`config.mk`:
```
export PLATFORM = sky130hd
export DESIGN_NAME = command_port_device_flat
export DESIGN_NICKNAME = d
export VERILOG_FILES = /design/src/core/cmd_port_pkg.sv /design/src/core/cmd_port_if.sv /design/src/core/command_port_device.sv /design/src/core/word_buffer.sv /design/src/flat_wrapper.sv
export VERILOG_INCLUDE_DIRS = /design/src /design/src/core
export SDC_FILE = /design/constraint.sdc
export NUM_CORES = 1
export LEC_CHECK = 0
export ABC_AREA = 0
export BUFFER_PORTS_ARGS = -buffer_cell sky130_fd_sc_hd__buf_2
export CAP_MARGIN = 10
export CELL_PAD_IN_SITES_DETAIL_PLACEMENT = 1
export CELL_PAD_IN_SITES_GLOBAL_PLACEMENT = 2
export CORE_ASPECT_RATIO = 0.8
export CORE_MARGIN = 5
export CORE_UTILIZATION = 25
export DETAILED_ROUTE_END_ITERATION = 16
export GPL_TIMING_DRIVEN = 0
export PLACE_DENSITY_LB_ADDON = 0.1
export SLEW_MARGIN = 15
export SYNTH_ARGS = -nofsm -noshare
export SYNTH_HDL_FRONTEND = slang
export SYNTH_SLANG_ARGS = --single-unit
```
`constraint.sdc`:
```
create_clock -name mclk -period 18.15 [get_ports mclk]
set_clock_uncertainty 0.05 [all_clocks]
set_input_delay 4.5375 -clock mclk [delete_from_list [all_inputs] [get_ports mclk]]
set_output_delay 4.5375 -clock mclk [all_outputs]
set_load 0.005 [all_outputs]
```
`src/core/cmd_port_map.svh`:
```
/*
 * Holds the command codes, reset values and widths of the peripheral command port.
 * Assumes inclusion by bare name from the package and the design modules.
 */
`ifndef CMD_PORT_MAP_SVH
`define CMD_PORT_MAP_SVH

// ============================================================
// Bus and field widths
`define CP_DATA_W 16
`define CP_BYTE_W 8
`define CP_IDX_W 17
`define CP_EP_COUNT 16
`define CP_EP_FIELD_LSB 0
`define CP_EP_FIELD_W 4

// ============================================================
// Command code groups, upper nibble
`define CP_GRP_BUF_WRITE 4'h0
`define CP_GRP_BUF_READ 4'h1
`define CP_GRP_CFG_WRITE 4'h2
`define CP_GRP_CFG_READ 4'h3

// ============================================================
// Single command codes
`define CP_CODE_BUF_WRITE_CTRL_OUT 8'h00
`define CP_CODE_BUF_READ_CTRL_IN 8'h11
`define CP_CODE_ADDR_WRITE 8'hB6
`define CP_CODE_ADDR_READ 8'hB7
`define CP_CODE_MODE_WRITE 8'hB8
`define CP_CODE_MODE_READ 8'hB9
`define CP_CODE_HW_WRITE 8'hBA
`define CP_CODE_HW_READ 8'hBB

// ============================================================
// Byte positions inside a target
`define CP_POS_LEN_LO 17'h00000
`define CP_POS_LEN_HI 17'h00001
`define CP_POS_PAYLOAD 17'h00002

// ============================================================
// Reset values
`define CP_RST_EP_SETUP 8'h00
`define CP_RST_FUNC_ADDR 8'h00
`define CP_RST_DEV_MODE 8'h00
`define CP_RST_HW_SETUP 16'h0000
`define CP_RST_CMD 8'h00

// ============================================================
// Buffer
`define CP_BUF_DEPTH 2

`endif

```
`src/core/cmd_port_pkg.sv`:
```
/*
 * Types shared by both ends of the peripheral command port.
 * Assumes cmd_port_map.svh is on the include path.
 */
`include "cmd_port_map.svh"

package cmd_port_pkg;

    // ============================================================
    // One processor access as carried over the link
    typedef struct packed {
        logic phase;
        logic write;
        logic [`CP_DATA_W-1:0] data;
    } access_type;

    // ============================================================
    // Target selected by the last command, one-hot
    typedef enum logic [11:0] {
        T_IDLE   = 12'h001,
        T_EXEC   = 12'h002,
        T_CFG_W  = 12'h004,
        T_CFG_R  = 12'h008,
        T_ADDR_W = 12'h010,
        T_ADDR_R = 12'h020,
        T_MODE_W = 12'h040,
        T_MODE_R = 12'h080,
        T_HW_W   = 12'h100,
        T_HW_R   = 12'h200,
        T_BUF_W  = 12'h400,
        T_BUF_R  = 12'h800
    } target_type;

endpackage : cmd_port_pkg

```
`src/core/cmd_port_if.sv`:
```
/*
 * Link between the processor end and the command interpreter end.
 * Assumes both ends run on the same mclk; the bench joins them.
 */
`include "cmd_port_map.svh"

interface cmd_port_if;
    logic acc_valid;
    logic acc_ready;
    logic phase_select_line;
    logic acc_write;
    logic [`CP_DATA_W-1:0] acc_data;
    logic rsp_valid;
    logic rsp_ready;
    logic [`CP_DATA_W-1:0] rsp_data;

    modport device_end (
        input acc_valid,
        output acc_ready,
        input phase_select_line,
        input acc_write,
        input acc_data,
        output rsp_valid,
        input rsp_ready,
        output rsp_data
    );

    modport host_end (
        output acc_valid,
        input acc_ready,
        output phase_select_line,
        output acc_write,
        output acc_data,
        input rsp_valid,
        output rsp_ready,
        input rsp_data
    );
endinterface : cmd_port_if

```
`src/core/command_port_device.sv`:
```
/*
 * Command interpreter end: decodes command codes, steps through the bytes of
 * the selected register or endpoint buffer, and holds the setup registers.
 * Assumes the processor end on the same mclk drives the link, that wide_bus
 * is static while accesses are in flight, and that the user side supplies
 * receive packet length and data for the selected endpoint.
 */
`include "cmd_port_map.svh"

module command_port_device (
    input wire logic mclk,
    input wire logic rst,
    cmd_port_if.device_end link,
    input wire logic wide_bus,
    output logic [`CP_EP_COUNT*`CP_BYTE_W-1:0] endpoint_setup_reg,
    output logic [`CP_BYTE_W-1:0] function_address_reg,
    output logic [`CP_BYTE_W-1:0] device_mode_reg,
    output logic [`CP_DATA_W-1:0] hardware_setup_reg,
    output logic exec_valid,
    output logic [`CP_BYTE_W-1:0] exec_code,
    output logic tx_valid,
    output logic [`CP_DATA_W-1:0] tx_data,
    output logic [1:0] tx_count,
    output logic [`CP_EP_FIELD_W-1:0] tx_ep,
    output logic tx_last,
    output logic [`CP_EP_FIELD_W-1:0] rx_ep,
    input wire logic [`CP_DATA_W-1:0] rx_len,
    input wire logic [`CP_DATA_W-1:0] rx_data,
    output logic rx_take,
    output logic [1:0] rx_take_count
);
    import cmd_port_pkg::*;

    localparam int LANES = `CP_DATA_W / `CP_BYTE_W;

    // ============================================================
    // Declarations
    logic q_valid;
    logic q_take;
    logic [$bits(access_type)-1:0] q_bits;
    access_type q;
    logic cmd_acc;
    logic data_acc;
    logic [`CP_BYTE_W-1:0] cmd;
    target_type target;
    logic [`CP_IDX_W-1:0] idx;
    logic [`CP_DATA_W-1:0] pkt_len;
    logic [`CP_BYTE_W-1:0] ep_setup [`CP_EP_COUNT];
    logic [`CP_EP_FIELD_W-1:0] ep;
    logic [`CP_IDX_W-1:0] lane_pos [LANES];
    logic [LANES-1:0] lane_en;
    logic [LANES-1:0] tx_pay;
    logic [LANES-1:0] rx_pay;
    logic [`CP_BYTE_W-1:0] wbyte [LANES];
    logic [`CP_BYTE_W-1:0] rbyte [LANES];
    logic [LANES-1:0] tx_end;
    logic [`CP_IDX_W-1:0] tx_limit;
    logic [`CP_IDX_W-1:0] rx_limit;

    function automatic target_type decode(input logic [`CP_BYTE_W-1:0] code);
        target_type t;
        t = T_EXEC;
        if (code == `CP_CODE_BUF_WRITE_CTRL_OUT || code == `CP_CODE_BUF_READ_CTRL_IN) begin
            t = T_IDLE;
        end else begin
            unique case (code[7:4])
                `CP_GRP_BUF_WRITE: t = T_BUF_W;
                `CP_GRP_BUF_READ: t = T_BUF_R;
                `CP_GRP_CFG_WRITE: t = T_CFG_W;
                `CP_GRP_CFG_READ: t = T_CFG_R;
                default: begin
                    case (code)
                        `CP_CODE_ADDR_WRITE: t = T_ADDR_W;
                        `CP_CODE_ADDR_READ: t = T_ADDR_R;
                        `CP_CODE_MODE_WRITE: t = T_MODE_W;
                        `CP_CODE_MODE_READ: t = T_MODE_R;
                        `CP_CODE_HW_WRITE: t = T_HW_W;
                        `CP_CODE_HW_READ: t = T_HW_R;
                        default: t = T_EXEC;
                    endcase
                end
            endcase
        end
        return t;
    endfunction : decode

    // ============================================================
    // Access buffer; a read waits while the previous answer is unclaimed
    word_buffer #(
        .WIDTH($bits(access_type)),
        .DEPTH(`CP_BUF_DEPTH)
    ) u_access_buffer (
        .mclk(mclk),
        .rst(rst),
        .in_valid(link.acc_valid),
        .in_ready(link.acc_ready),
        .in_data({link.phase_select_line, link.acc_write, link.acc_data}),
        .out_valid(q_valid),
        .out_ready(q_take),
        .out_data(q_bits)
    );

    assign q = access_type'(q_bits);
    assign q_take = q_valid && !(!q.write && link.rsp_valid && !link.rsp_ready);
    assign cmd_acc = q_take && q.phase && q.write;
    assign data_acc = q_take && !q.phase;
    assign ep = cmd[`CP_EP_FIELD_LSB +: `CP_EP_FIELD_W];
    assign tx_limit = `CP_IDX_W'(pkt_len) + `CP_POS_PAYLOAD;
    assign rx_limit = `CP_IDX_W'(rx_len) + `CP_POS_PAYLOAD;

    // ============================================================
    // Per-lane byte positions and read values
    always_comb begin
        for (int l = 0; l < LANES; l++) begin
            // lower lane holds the less significant byte
            lane_pos[l] = idx + `CP_IDX_W'(l);
            // undefined byte of a narrow access is dropped
            lane_en[l] = data_acc && (l == 0 || wide_bus);
            wbyte[l] = q.data[l*`CP_BYTE_W +: `CP_BYTE_W];
            // payload follows the two length bytes
            tx_pay[l] = lane_en[l] && target == T_BUF_W && lane_pos[l] >= `CP_POS_PAYLOAD
                && lane_pos[l] < tx_limit;
            tx_end[l] = tx_pay[l] && (lane_pos[l] + `CP_IDX_W'(1)) == tx_limit;
            rx_pay[l] = lane_en[l] && target == T_BUF_R && lane_pos[l] >= `CP_POS_PAYLOAD
                && lane_pos[l] < rx_limit;
            rbyte[l] = '0;
            if (lane_en[l]) begin
                unique case (target)
                    T_CFG_R: if (lane_pos[l] == `CP_POS_LEN_LO) rbyte[l] = ep_setup[ep];
                    T_ADDR_R: if (lane_pos[l] == `CP_POS_LEN_LO) rbyte[l] = function_address_reg;
                    T_MODE_R: if (lane_pos[l] == `CP_POS_LEN_LO) rbyte[l] = device_mode_reg;
                    T_HW_R: begin
                        if (lane_pos[l] == `CP_POS_LEN_LO) rbyte[l] = hardware_setup_reg[7:0];
                        if (lane_pos[l] == `CP_POS_LEN_HI) rbyte[l] = hardware_setup_reg[15:8];
                    end
                    T_BUF_R: begin
                        if (lane_pos[l] == `CP_POS_LEN_LO) rbyte[l] = rx_len[7:0];
                        if (lane_pos[l] == `CP_POS_LEN_HI) rbyte[l] = rx_len[15:8];
                        if (rx_pay[l]) rbyte[l] = rx_data[l*`CP_BYTE_W +: `CP_BYTE_W];
                    end
                    default: rbyte[l] = '0;
                endcase
            end
        end
    end

    // ============================================================
    // Command code, target and byte index
    always_ff @(posedge mclk or posedge rst) begin
        if (rst) begin
            cmd <= `CP_RST_CMD;
            target <= T_IDLE;
            idx <= '0;
        end else if (cmd_acc) begin
            // low byte becomes the code, index restarts
            cmd <= q.data[7:0];
            target <= decode(q.data[7:0]);
            idx <= '0;
        end else if (data_acc) begin
            // a word access steps two bytes
            idx <= idx + (wide_bus ? `CP_IDX_W'(2) : `CP_IDX_W'(1));
        end
    end

    // ============================================================
    // Immediate execution of dataless commands
    always_ff @(posedge mclk or posedge rst) begin
        if (rst) begin
            exec_valid <= 1'b0;
            exec_code <= '0;
        end else begin
            exec_valid <= cmd_acc && decode(q.data[7:0]) == T_EXEC;
            if (cmd_acc) begin
                exec_code <= q.data[7:0];
            end
        end
    end

    // ============================================================
    // Setup registers
    always_ff @(posedge mclk or posedge rst) begin
        if (rst) begin
            for (int i = 0; i < `CP_EP_COUNT; i++) begin
                ep_setup[i] <= `CP_RST_EP_SETUP;
            end
            function_address_reg <= `CP_RST_FUNC_ADDR;
            device_mode_reg <= `CP_RST_DEV_MODE;
            hardware_setup_reg <= `CP_RST_HW_SETUP;
            pkt_len <= '0;
        end else begin
            for (int l = 0; l < LANES; l++) begin
                if (lane_en[l] && lane_pos[l] == `CP_POS_LEN_LO) begin
                    if (target == T_CFG_W) ep_setup[ep] <= wbyte[l];
                    if (target == T_ADDR_W) function_address_reg <= wbyte[l];
                    if (target == T_MODE_W) device_mode_reg <= wbyte[l];
                    if (target == T_HW_W) hardware_setup_reg[7:0] <= wbyte[l];
                    if (target == T_BUF_W) pkt_len[7:0] <= wbyte[l];
                end
                if (lane_en[l] && lane_pos[l] == `CP_POS_LEN_HI) begin
                    if (target == T_HW_W) hardware_setup_reg[15:8] <= wbyte[l];
                    if (target == T_BUF_W) pkt_len[15:8] <= wbyte[l];
                end
            end
        end
    end

    for (genvar g = 0; g < `CP_EP_COUNT; g++) begin : g_setup_out
        assign endpoint_setup_reg[g*`CP_BYTE_W +: `CP_BYTE_W] = ep_setup[g];
    end

    // ============================================================
    // Transmit payload toward USB
    always_ff @(posedge mclk or posedge rst) begin
        if (rst) begin
            tx_valid <= 1'b0;
            tx_data <= '0;
            tx_count <= '0;
            tx_ep <= '0;
            tx_last <= 1'b0;
        end else begin
            tx_valid <= |tx_pay;
            // an odd tail counts only the lower byte
            tx_count <= {1'b0, tx_pay[0]} + {1'b0, tx_pay[LANES-1] && LANES > 1};
            tx_last <= |tx_end;
            if (|tx_pay) begin
                tx_data <= q.data;
                tx_ep <= ep;
            end
        end
    end

    // ============================================================
    // Receive payload consumption and answers
    assign rx_ep = ep;

    always_ff @(posedge mclk or posedge rst) begin
        if (rst) begin
            rx_take <= 1'b0;
            rx_take_count <= '0;
        end else begin
            rx_take <= |rx_pay;
            rx_take_count <= {1'b0, rx_pay[0]} + {1'b0, rx_pay[LANES-1] && LANES > 1};
        end
    end

    always_ff @(posedge mclk or posedge rst) begin
        if (rst) begin
            link.rsp_valid <= 1'b0;
            link.rsp_data <= '0;
        end else if (q_take && !q.write) begin
            link.rsp_valid <= 1'b1;
            link.rsp_data <= {rbyte[LANES-1] & {`CP_BYTE_W{wide_bus}}, rbyte[0]};
        end else if (link.rsp_ready) begin
            link.rsp_valid <= 1'b0;
        end
    end
endmodule : command_port_device

```
`src/core/word_buffer.sv`:
```
/*
 * Small FIFO with valid and ready on both sides and registered full and empty.
 * Assumes a single clock and an asynchronous active-high reset.
 */
`include "cmd_port_map.svh"

module word_buffer #(
    parameter int WIDTH = 18,
    parameter int DEPTH = `CP_BUF_DEPTH
) (
    input wire logic mclk,
    input wire logic rst,
    input wire logic in_valid,
    output logic in_ready,
    input wire logic [WIDTH-1:0] in_data,
    output logic out_valid,
    input wire logic out_ready,
    output logic [WIDTH-1:0] out_data
);
    localparam int PW = (DEPTH > 1) ? $clog2(DEPTH) : 1;

    logic [WIDTH-1:0] mem [DEPTH];
    logic [PW-1:0] wr_ptr;
    logic [PW-1:0] rd_ptr;
    logic [PW:0] count;
    logic full;
    logic empty;
    logic push;
    logic pop;
    logic [PW:0] next_count;

    assign push = in_valid && !full;
    assign pop = out_ready && !empty;
    assign in_ready = !full;
    assign out_valid = !empty;
    assign out_data = mem[rd_ptr];

    always_comb begin
        next_count = count;
        if (push && !pop) begin
            next_count = count + 1'b1;
        end else if (pop && !push) begin
            next_count = count - 1'b1;
        end
    end

    // ============================================================
    // Storage and pointers
    always_ff @(posedge mclk) begin
        if (push) begin
            mem[wr_ptr] <= in_data;
        end
    end

    always_ff @(posedge mclk or posedge rst) begin
        if (rst) begin
            wr_ptr <= '0;
            rd_ptr <= '0;
        end else begin
            if (push) begin
                wr_ptr <= (wr_ptr == PW'(DEPTH - 1)) ? '0 : wr_ptr + 1'b1;
            end
            if (pop) begin
                rd_ptr <= (rd_ptr == PW'(DEPTH - 1)) ? '0 : rd_ptr + 1'b1;
            end
        end
    end

    // ============================================================
    // Occupancy flags kept in flip-flops
    always_ff @(posedge mclk or posedge rst) begin
        if (rst) begin
            count <= '0;
            full <= 1'b0;
            empty <= 1'b1;
        end else begin
            count <= next_count;
            full <= (next_count == (PW+1)'(DEPTH));
            empty <= (next_count == '0);
        end
    end
endmodule : word_buffer

```
`src/flat_wrapper.sv`:
```
// flat-port wrapper written by rule: the top's interface ports become plain ports
module command_port_device_flat import cmd_port_pkg::*;
  (mclk, rst, wide_bus, endpoint_setup_reg, function_address_reg, device_mode_reg, hardware_setup_reg, exec_valid, exec_code, tx_valid, tx_data, tx_count, tx_ep, tx_last, rx_ep, rx_len, rx_data, rx_take, rx_take_count, link_acc_valid, link_acc_ready, link_phase_select_line, link_acc_write, link_acc_data, link_rsp_valid, link_rsp_ready, link_rsp_data);
  cmd_port_if link_i ();
  input wire logic mclk;
  input wire logic rst;
  input wire logic wide_bus;
  output logic [`CP_EP_COUNT*`CP_BYTE_W-1:0] endpoint_setup_reg;
  output logic [`CP_BYTE_W-1:0] function_address_reg;
  output logic [`CP_BYTE_W-1:0] device_mode_reg;
  output logic [`CP_DATA_W-1:0] hardware_setup_reg;
  output logic exec_valid;
  output logic [`CP_BYTE_W-1:0] exec_code;
  output logic tx_valid;
  output logic [`CP_DATA_W-1:0] tx_data;
  output logic [1:0] tx_count;
  output logic [`CP_EP_FIELD_W-1:0] tx_ep;
  output logic tx_last;
  output logic [`CP_EP_FIELD_W-1:0] rx_ep;
  input wire logic [`CP_DATA_W-1:0] rx_len;
  input wire logic [`CP_DATA_W-1:0] rx_data;
  output logic rx_take;
  output logic [1:0] rx_take_count;
  input wire logic [$bits(link_i.acc_valid)-1:0] link_acc_valid;
  output wire logic [$bits(link_i.acc_ready)-1:0] link_acc_ready;
  input wire logic [$bits(link_i.phase_select_line)-1:0] link_phase_select_line;
  input wire logic [$bits(link_i.acc_write)-1:0] link_acc_write;
  input wire logic [$bits(link_i.acc_data)-1:0] link_acc_data;
  output wire logic [$bits(link_i.rsp_valid)-1:0] link_rsp_valid;
  input wire logic [$bits(link_i.rsp_ready)-1:0] link_rsp_ready;
  output wire logic [$bits(link_i.rsp_data)-1:0] link_rsp_data;
  assign link_i.acc_valid = link_acc_valid;
  assign link_acc_ready = link_i.acc_ready;
  assign link_i.phase_select_line = link_phase_select_line;
  assign link_i.acc_write = link_acc_write;
  assign link_i.acc_data = link_acc_data;
  assign link_rsp_valid = link_i.rsp_valid;
  assign link_i.rsp_ready = link_rsp_ready;
  assign link_rsp_data = link_i.rsp_data;
  command_port_device u_core (.mclk(mclk), .rst(rst), .link(link_i), .wide_bus(wide_bus), .endpoint_setup_reg(endpoint_setup_reg), .function_address_reg(function_address_reg), .device_mode_reg(device_mode_reg), .hardware_setup_reg(hardware_setup_reg), .exec_valid(exec_valid), .exec_code(exec_code), .tx_valid(tx_valid), .tx_data(tx_data), .tx_count(tx_count), .tx_ep(tx_ep), .tx_last(tx_last), .rx_ep(rx_ep), .rx_len(rx_len), .rx_data(rx_data), .rx_take(rx_take), .rx_take_count(rx_take_count));
endmodule
```
==> impl_metrics.env, run 1 <==
export IMPL_synth_xor_xnor_area_share_pct=4.228
export IMPL_final_nets=2354
export IMPL_insertion_delay_ps=580
export IMPL_synth_commonest_cells="268 x nand2_1, 262 x dfrtp_1, 219 x o21ai_0, 177 x mux2i_1, 138 x nor2_1"
export IMPL_io_buffer_count=271
export IMPL_slew_viol_final=0
export IMPL_ant_nets=0
export IMPL_synthArstFlopShare_pct=88.00
export IMPL_yosys_area_top_type="dfrtp_1"
export IMPL_yosys_area_share_simple_pct=16.06
export IMPL_internal_power_mw=1.689
export IMPL_cts_buffer_depth=3
export IMPL_dieArea_sq_um=78820
export IMPL_max_freq_mhz=117.0
export IMPL_vias=16670
export IMPL_syn_area_sq_um=18320
export IMPL_drt_total_wl_microns=88580
export IMPL_synth_ff_type="dfrtp_1"
export IMPL_slowest_delay_ps=860
export IMPL_design_area_sq_um=22530
export IMPL_area_delta_synth_final_pct=22.97
export IMPL_ys_types=83
export IMPL_grt_pass1_wl_microns=128000
export IMPL_via_per_inst=5.213
export IMPL_ys_seq_elements=300
export IMPL_synth_most_common_cell="nand2_1"
export IMPL_hold_class="flop to flop"
export IMPL_regArea_sq_um=7690
export IMPL_drt_iter0_drc=1093
export IMPL_htree_levels=2
export IMPL_synth_cells=1895
export IMPL_setup_violations=0
export IMPL_synthAdderAreaFrac_pct=5.478
export IMPL_die_x_microns=312.6
export IMPL_core_area_sq_um=72340
export IMPL_syn_nets=2028
export IMPL_synth_top_area_share_pct=35.79
export IMPL_place_inst=3124
export IMPL_antenna_found_initial=4
export IMPL_worstPathMaxFanout=10
export IMPL_synthMuxAreaShare_pct=15.82
export IMPL_largest_reg_flops=128
export IMPL_die_h_microns=252.1
export IMPL_worst_setup_path_start_kind="input pin"
export IMPL_p_seq_share_pct=29.6
export IMPL_yosys_top_cells_area="dfrtp_1 36%, mux2i_1 9.7%, o21ai_0 6.0%"
export IMPL_drive_gt1_share_pct=21.49
export IMPL_yosysSeqAreaShare_pct=41.98
export IMPL_crit_path_end_kind="flop"
export IMPL_final_setup_tns_ps=0
export IMPL_worst_setup_path_type="input pin to flop"
export IMPL_grt_pass1_vias=17480
export IMPL_clockPowerShare_pct=27.7
export IMPL_clk_pin_slew_worst_paths_ps=60
export IMPL_gp_congestion=0.8528
export IMPL_powerDensity_nw_per_um2=135.0
export IMPL_ios=273
export IMPL_crit_path_top_delay_cell="nor2_1"
export IMPL_switching_share_pct=44.47
export IMPL_cts_resized=0
export IMPL_grt_max_degree=94
export IMPL_static_leakage_power_nw=9.974
export IMPL_switching_power_mw=1.353
export IMPL_max_slew_worst_pin_slew_ps=1224
export IMPL_wl_per_cell_microns=27.70
export IMPL_numCtsBuffers=40
export IMPL_drc_errors=0
export IMPL_clk_root_buffer_cell="clkbuf_16"
export IMPL_nFillCells=8262
export IMPL_hold_violations=0
export IMPL_ctsHoldBuffers=0
export IMPL_peakVddDrop_v=0.00006113
export IMPL_relSlewSlack_pct=18.40
export IMPL_fin_crit_ps=8544
export IMPL_required_ps=18570
export IMPL_initial_core_util_pct=25.32
export IMPL_grt_total_usage_pct=21.98
export IMPL_hpwl_microns=67910
export IMPL_grt_setup_unrepaired="no"
export IMPL_cts_tree="built"
export IMPL_outcome="finished clean"
export IMPL_synth_compound_area_share_pct=13.14
export IMPL_arrival_ps=8960
export IMPL_multi_input_area_sq_um=10130
export IMPL_syn_area_per_cell_sq_um=9.667
export IMPL_grt_overflow=0
export IMPL_combPwrFrac_pct=42.7
export IMPL_postPlaceCellArea_sq_um=21150
export IMPL_yosysWarnings=0
export IMPL_fin_crit_sh_pct=47.07
export IMPL_drtPass1Iterations=5
export IMPL_crit_chain="buf_2, nor2b_1, a21oi_1, nand2_1, nor2_1, nand4b_1, or2_2, ha_1, clkinv_1, clkbuf_1, mux2_2"
export IMPL_cap_viol_max_count=0
export IMPL_fin_cells=3198
export IMPL_clock_sinks=300
export IMPL_post_cts_setup_buffers=0
export IMPL_synth_top_family_by_area="simple AND/OR/NAND/NOR gates"
export IMPL_synth_edf_count=36
export IMPL_placementRows=88
==> cells by family (layout without fill, tap and decap cells) <==
logic type      Yosys count  count (layout)
mux                     237             237
fa+ha+maj                80              80
buf+inv                 150             507
xor+xnor                 86              86
compound gates          417             417
other cells               0               1
flops                   300             300
simple gates            625             625
==> final timing paths <==
check                                       from                            end  slack, ps  cells past startpoint
max in group asynchronous                    rst   u_core.u_access_buffer.empty      12950                      4
worst min register to register  u_core.target[0]               u_core.target[0]        430                      2
worst min-delay path            u_core.target[0]               u_core.target[0]        430                      2
worst max register to register     u_core.idx[1]              u_core.tx_data[1]      11840                     15
worst max-delay path              link_rsp_ready              u_core.tx_data[1]       9610                     11
min in group asynchronous                    rst  u_core.endpoint_setup_reg[38]       3920                      2
==> layer usage <==
layer  vias to the layer above  global-route usage [%]  share of wire, %
li1                       7472                       -                 -
met1                      8652                   31.91                48
met2                       452                   33.57                44
met3                        95                   4.984               6.3
met4                         0                   4.915               2.2
met5                         -                       0                 0
==> layout by cell type (no fill, tap or decap), drive strengths merged, types with 5 or more instances in the layout <==
cell,count
a32o,8
and3,8
or3,8
inv,46
nor2,148
nor2b,13
nor3b,7
nand3,52
nand2,274
mux2,20
edfxtp,36
a211oi,6
mux2i,177
o21a,7
a21o,13
nor4,14
dfrtp,262
xnor2,54
a21oi,108
or2,6
or4,6
o21ai,226
nand2b,8
nand4,26
buf,303
bufinv,5
clkinv,13
mux4,40
clkbuf,137
o211ai,5
nor3,31
a222oi,8
a22oi,9
xor2,31
ha,77
and2,6
==> power groups by stage <==
| stage | clock, mW | combinational [mW] | sequential [mW] |
|---|---|---|---|
| after floorplan | 0 | 0.704 | 0.873 |
| after global placement | 0 | 1.26 | 0.910 |
| after detailed placement | 0 | 1.30 | 0.915 |
| after CTS | 0.867 | 1.30 | 0.903 |
| after global routing | 0.896 | 1.40 | 0.915 |
| final | 0.843 | 1.30 | 0.902 |
==> metrics by stage <==
step                util (%)  total power, mW  hold slack [ps]  setup slack, ps
floorplan                  -            1.577            400.0             6297
global placement       28.83            2.170            411.5             1792
detailed placement     29.24            2.211            424.5             8910
CTS                    31.13            3.074            433.7             9539
global route           31.14            3.214            466.8             9389
finish                 31.14            3.042            430.7             9606
==> area by class of cell <==
cell class              count  area share (%)
repair buffers            284           6.854
diodes                      1         0.01111
inverters                  46          0.7998
clock inverters            21           1.250
multi-input cells        1445           44.95
well taps                 945           5.249
plain buffers             104           1.922
clock buffers              52           4.827
flip-flops and latches    300           34.14
==> critical path: cells and delay by family <==
kind,cells,cell delay (ps)
simple gates,5,2090
buf+inv,3,810
compound gates,1,670
fa+ha+maj,1,430
mux,1,390
Note: power is estimated with default switching activity, not from simulation.
==> run 2, diff against run 1 <==
- ABC_AREA: 0 -> 1
- clock period: 18.15 -> 8.4 ns (I/O delays scaled with it)
==> run 2 against run 1 <==
Wire length is 14% higher. Non-clock buffer count is 2 higher. Via count is 21% higher. Utilization is 0.30 points lower. Cell area is 3.4% higher. Hold slack worse by 6.2 ps. Sequential power is 110% higher. Critical path depth is 8 higher. Setup slack worse by 6500 ps. Largest cell class unchanged.
==> impl_metrics.env, run 2 <==
export IMPL_outcome="finished clean"
export IMPL_fin_cells=3910
export IMPL_slew_viol_final=0
export IMPL_die_h_microns=257.0
export IMPL_relSlewSlack_pct=16.99
export IMPL_io_buffer_count=272
export IMPL_hp_start="u_core.link.rsp_data[3]"
export IMPL_cap_viol_max_count=0
export IMPL_synth_top_area_share_pct=34.38
export IMPL_layout_commonest_cell="nand2_1"
export IMPL_dieArea_sq_um=81930
export IMPL_setup_violations=0
export IMPL_min_to="u_core.link.rsp_data[3]"
export IMPL_insertion_delay_ps=590
export IMPL_regArea_sq_um=7690
export IMPL_fin_crit_sh_pct=62.50
export IMPL_final_nets=2998
export IMPL_htree_levels=2
export IMPL_final_cell_mix="577 x nand2_1, 368 x nor2_1, 289 x buf_2"
export IMPL_grt_pass1_wl_microns=145700
export IMPL_cts_tree="built"
export IMPL_ctsHoldBuffers=0
export IMPL_crit_path_end_kind="flop"
export IMPL_ant_nets=0
export IMPL_max_freq_mhz=190.5
export IMPL_syn_area_sq_um=19070
export IMPL_arrival_ps=5700
export IMPL_r2r_slack_ps=3580
export IMPL_ys_types=56
export IMPL_powerDensity_nw_per_um2=298.0
export IMPL_clk_root_buffer_cell="clkbuf_16"
export IMPL_crit_path_top_delay_cell="nor3_2"
export IMPL_fin_crit_ps=5250
export IMPL_hpwl_microns=79460
export IMPL_clk_pin_slew_worst_paths_ps=60
export IMPL_grt_max_degree=33
export IMPL_grt_setup_unrepaired="no"
export IMPL_wl_per_cell_microns=25.84
export IMPL_drt_iter0_drc=1613
export IMPL_cts_buffer_depth=3
export IMPL_syn_area_per_cell_sq_um=7.504
export IMPL_syn_nets=2674
export IMPL_post_cts_setup_buffers=0
export IMPL_placementRows=90
export IMPL_ys_seq_elements=300
export IMPL_synthArstFlopShare_pct=88.00
export IMPL_via_per_inst=5.151
export IMPL_yosysWarnings=0
export IMPL_worstPathMaxFanout=10
export IMPL_die_x_microns=318.8
export IMPL_yosys_area_top_type="dfrtp_1"
export IMPL_synth_edf_count=36
export IMPL_cts_resized=0
export IMPL_initial_core_util_pct=25.24
export IMPL_static_leakage_power_nw=11.56
export IMPL_crit_top_cell="nand2_1"
export IMPL_yosysSeqAreaShare_pct=40.33
export IMPL_worst_setup_path_type="input pin to flop"
export IMPL_place_inst=3837
export IMPL_synth_cells=2541
export IMPL_peakVddDrop_v=0.0001588
export IMPL_synth_most_common_cell="nand2_1"
export IMPL_synth_ff_type="dfrtp_1"
export IMPL_max_slew_worst_pin_slew_ps=1245
export IMPL_drtPass1Iterations=5
export IMPL_core_area_sq_um=75560
export IMPL_grt_total_usage_pct=23.71
export IMPL_drt_total_wl_microns=101000
export IMPL_yosys_top_cells_area="dfrtp_1 34%, nand2_1 11%, nor2_1 7.3%"
export IMPL_hold_violations=0
export IMPL_worst_setup_path_start_kind="input pin"
export IMPL_nFillCells=9237
export IMPL_grt_pass1_vias=20420
export IMPL_r2r_cells=16
export IMPL_slowest_delay_ps=630
export IMPL_rr_endpoint="u_core.tx_data[15]"
export IMPL_antenna_found_initial=2
export IMPL_multi_input_area_sq_um=10190
export IMPL_area_delta_synth_final_pct=22.21
export IMPL_numCtsBuffers=38
export IMPL_crit_chain="buf_2, ha_1, nand2_1, nor2_1, nand3_1, nor2_1, nand2_1, nor3_1, xor2_1, ha_1, nand2_1, o21ai_0, nor3_2, nand2_1, nand2_1, nand3_1, nand2_1, nand2_1, nand2_1"
export IMPL_drc_errors=0
export IMPL_final_setup_tns_ps=0
export IMPL_largest_reg_flops=128
export IMPL_gp_congestion=0.8887
export IMPL_synth_commonest_cells="577 x nand2_1, 371 x nor2_1, 262 x dfrtp_1, 245 x o21ai_0, 212 x a21oi_1"
export IMPL_ios=273
export IMPL_vias=20140
export IMPL_clock_sinks=300
export IMPL_regToRegStartpoint="u_core.idx[1]"
export IMPL_hold_class="flop to flop"
export IMPL_drive_gt1_share_pct=16.89
export IMPL_required_ps=8850
export IMPL_grt_overflow=0
export IMPL_hold_depth=2
[run 2: layout make-up]
type | instances | share of cell area (%)
repair buffers | 284 | 6.846
diodes | 3 | 0.03221
multi-input cells | 1951 | 43.72
clock buffers | 55 | 4.655
clock inverters | 15 | 1.068
plain buffers | 106 | 2.255
well taps | 1012 | 5.434
inverters | 184 | 2.996
flip-flops and latches | 300 | 33.00
[run 2: worst max-delay path: cells and delay by family]
family	cells	cell delay (ps)
and+or+nand+nor	14	2500
adders and majority gates	2	490
xor gates and xnor gates	1	250
buffers and inverters	1	190
AOI/OAI and AO/OA	1	140
[run 2: metal layers]
metal | wire [microns] | global-route usage [%]
met3 | 5537 | 3.465
met2 | 42390 | 35.00
met4 | 1466 | 3.795
met1 | 51620 | 37.07
met5 | 0 | 0
[run 2: cells by family (layout without fill, tap and decap cells)]
kind of cell	count (synthesis)	after routing	synth area share, %
AOI/OAI and AO/OA	600	600	17.17
adders and majority gates	78	78	5.157
and+or+nand+nor	1228	1228	28.50
muxes	7	7	0.3675
DFF	300	300	40.33
buffers and inverters	290	644	6.391
xor gates and xnor gates	38	38	2.093
other	0	3	0
[run 2: worst max path at each step]
| stage | start | endpoint | slack (ps) |
|---|---|---|---|
| floorplan | rst | u_core.device_mode_reg[0] | 2770 |
| global placement | rst | u_core.rx_take_count[1] | 290 |
| detailed placement | rx_len[1] | u_core.link.rsp_data[7] | 2500 |
| CTS | rx_len[1] | u_core.link.rsp_data[7] | 3080 |
| global route | rx_len[1] | u_core.link.rsp_data[3] | 2690 |
| finish | rx_len[1] | u_core.link.rsp_data[7] | 3150 |
[run 2: per-stage QoR]
stage | utilization [%] | setup WS [ps] | area [sq um] | total power, mW | hold slack, ps
6_report | 30.84 | 3150 | 23300 | 6.945 | 424.5
5_1_grt | 30.83 | 2692 | 23300 | 7.312 | 454.5
4_1_cts | 30.83 | 3082 | 23300 | 6.953 | 431.8
3_5_place_dp | 29.07 | 2496 | 21960 | 5.126 | 420.5
3_3_place_gp | 28.72 | 290.0 | 21700 | 5.053 | 413.8
2_1_floorplan | - | 2768 | 19070 | 3.536 | 395.7
[run 2: power by group]
group / internal (mW) / total (mW) / switching [mW]
registers: 1.70 / 1.93 / 0.238
clock network: 1.06 / 1.79 / 0.732
logic: 0.780 / 3.22 / 2.44
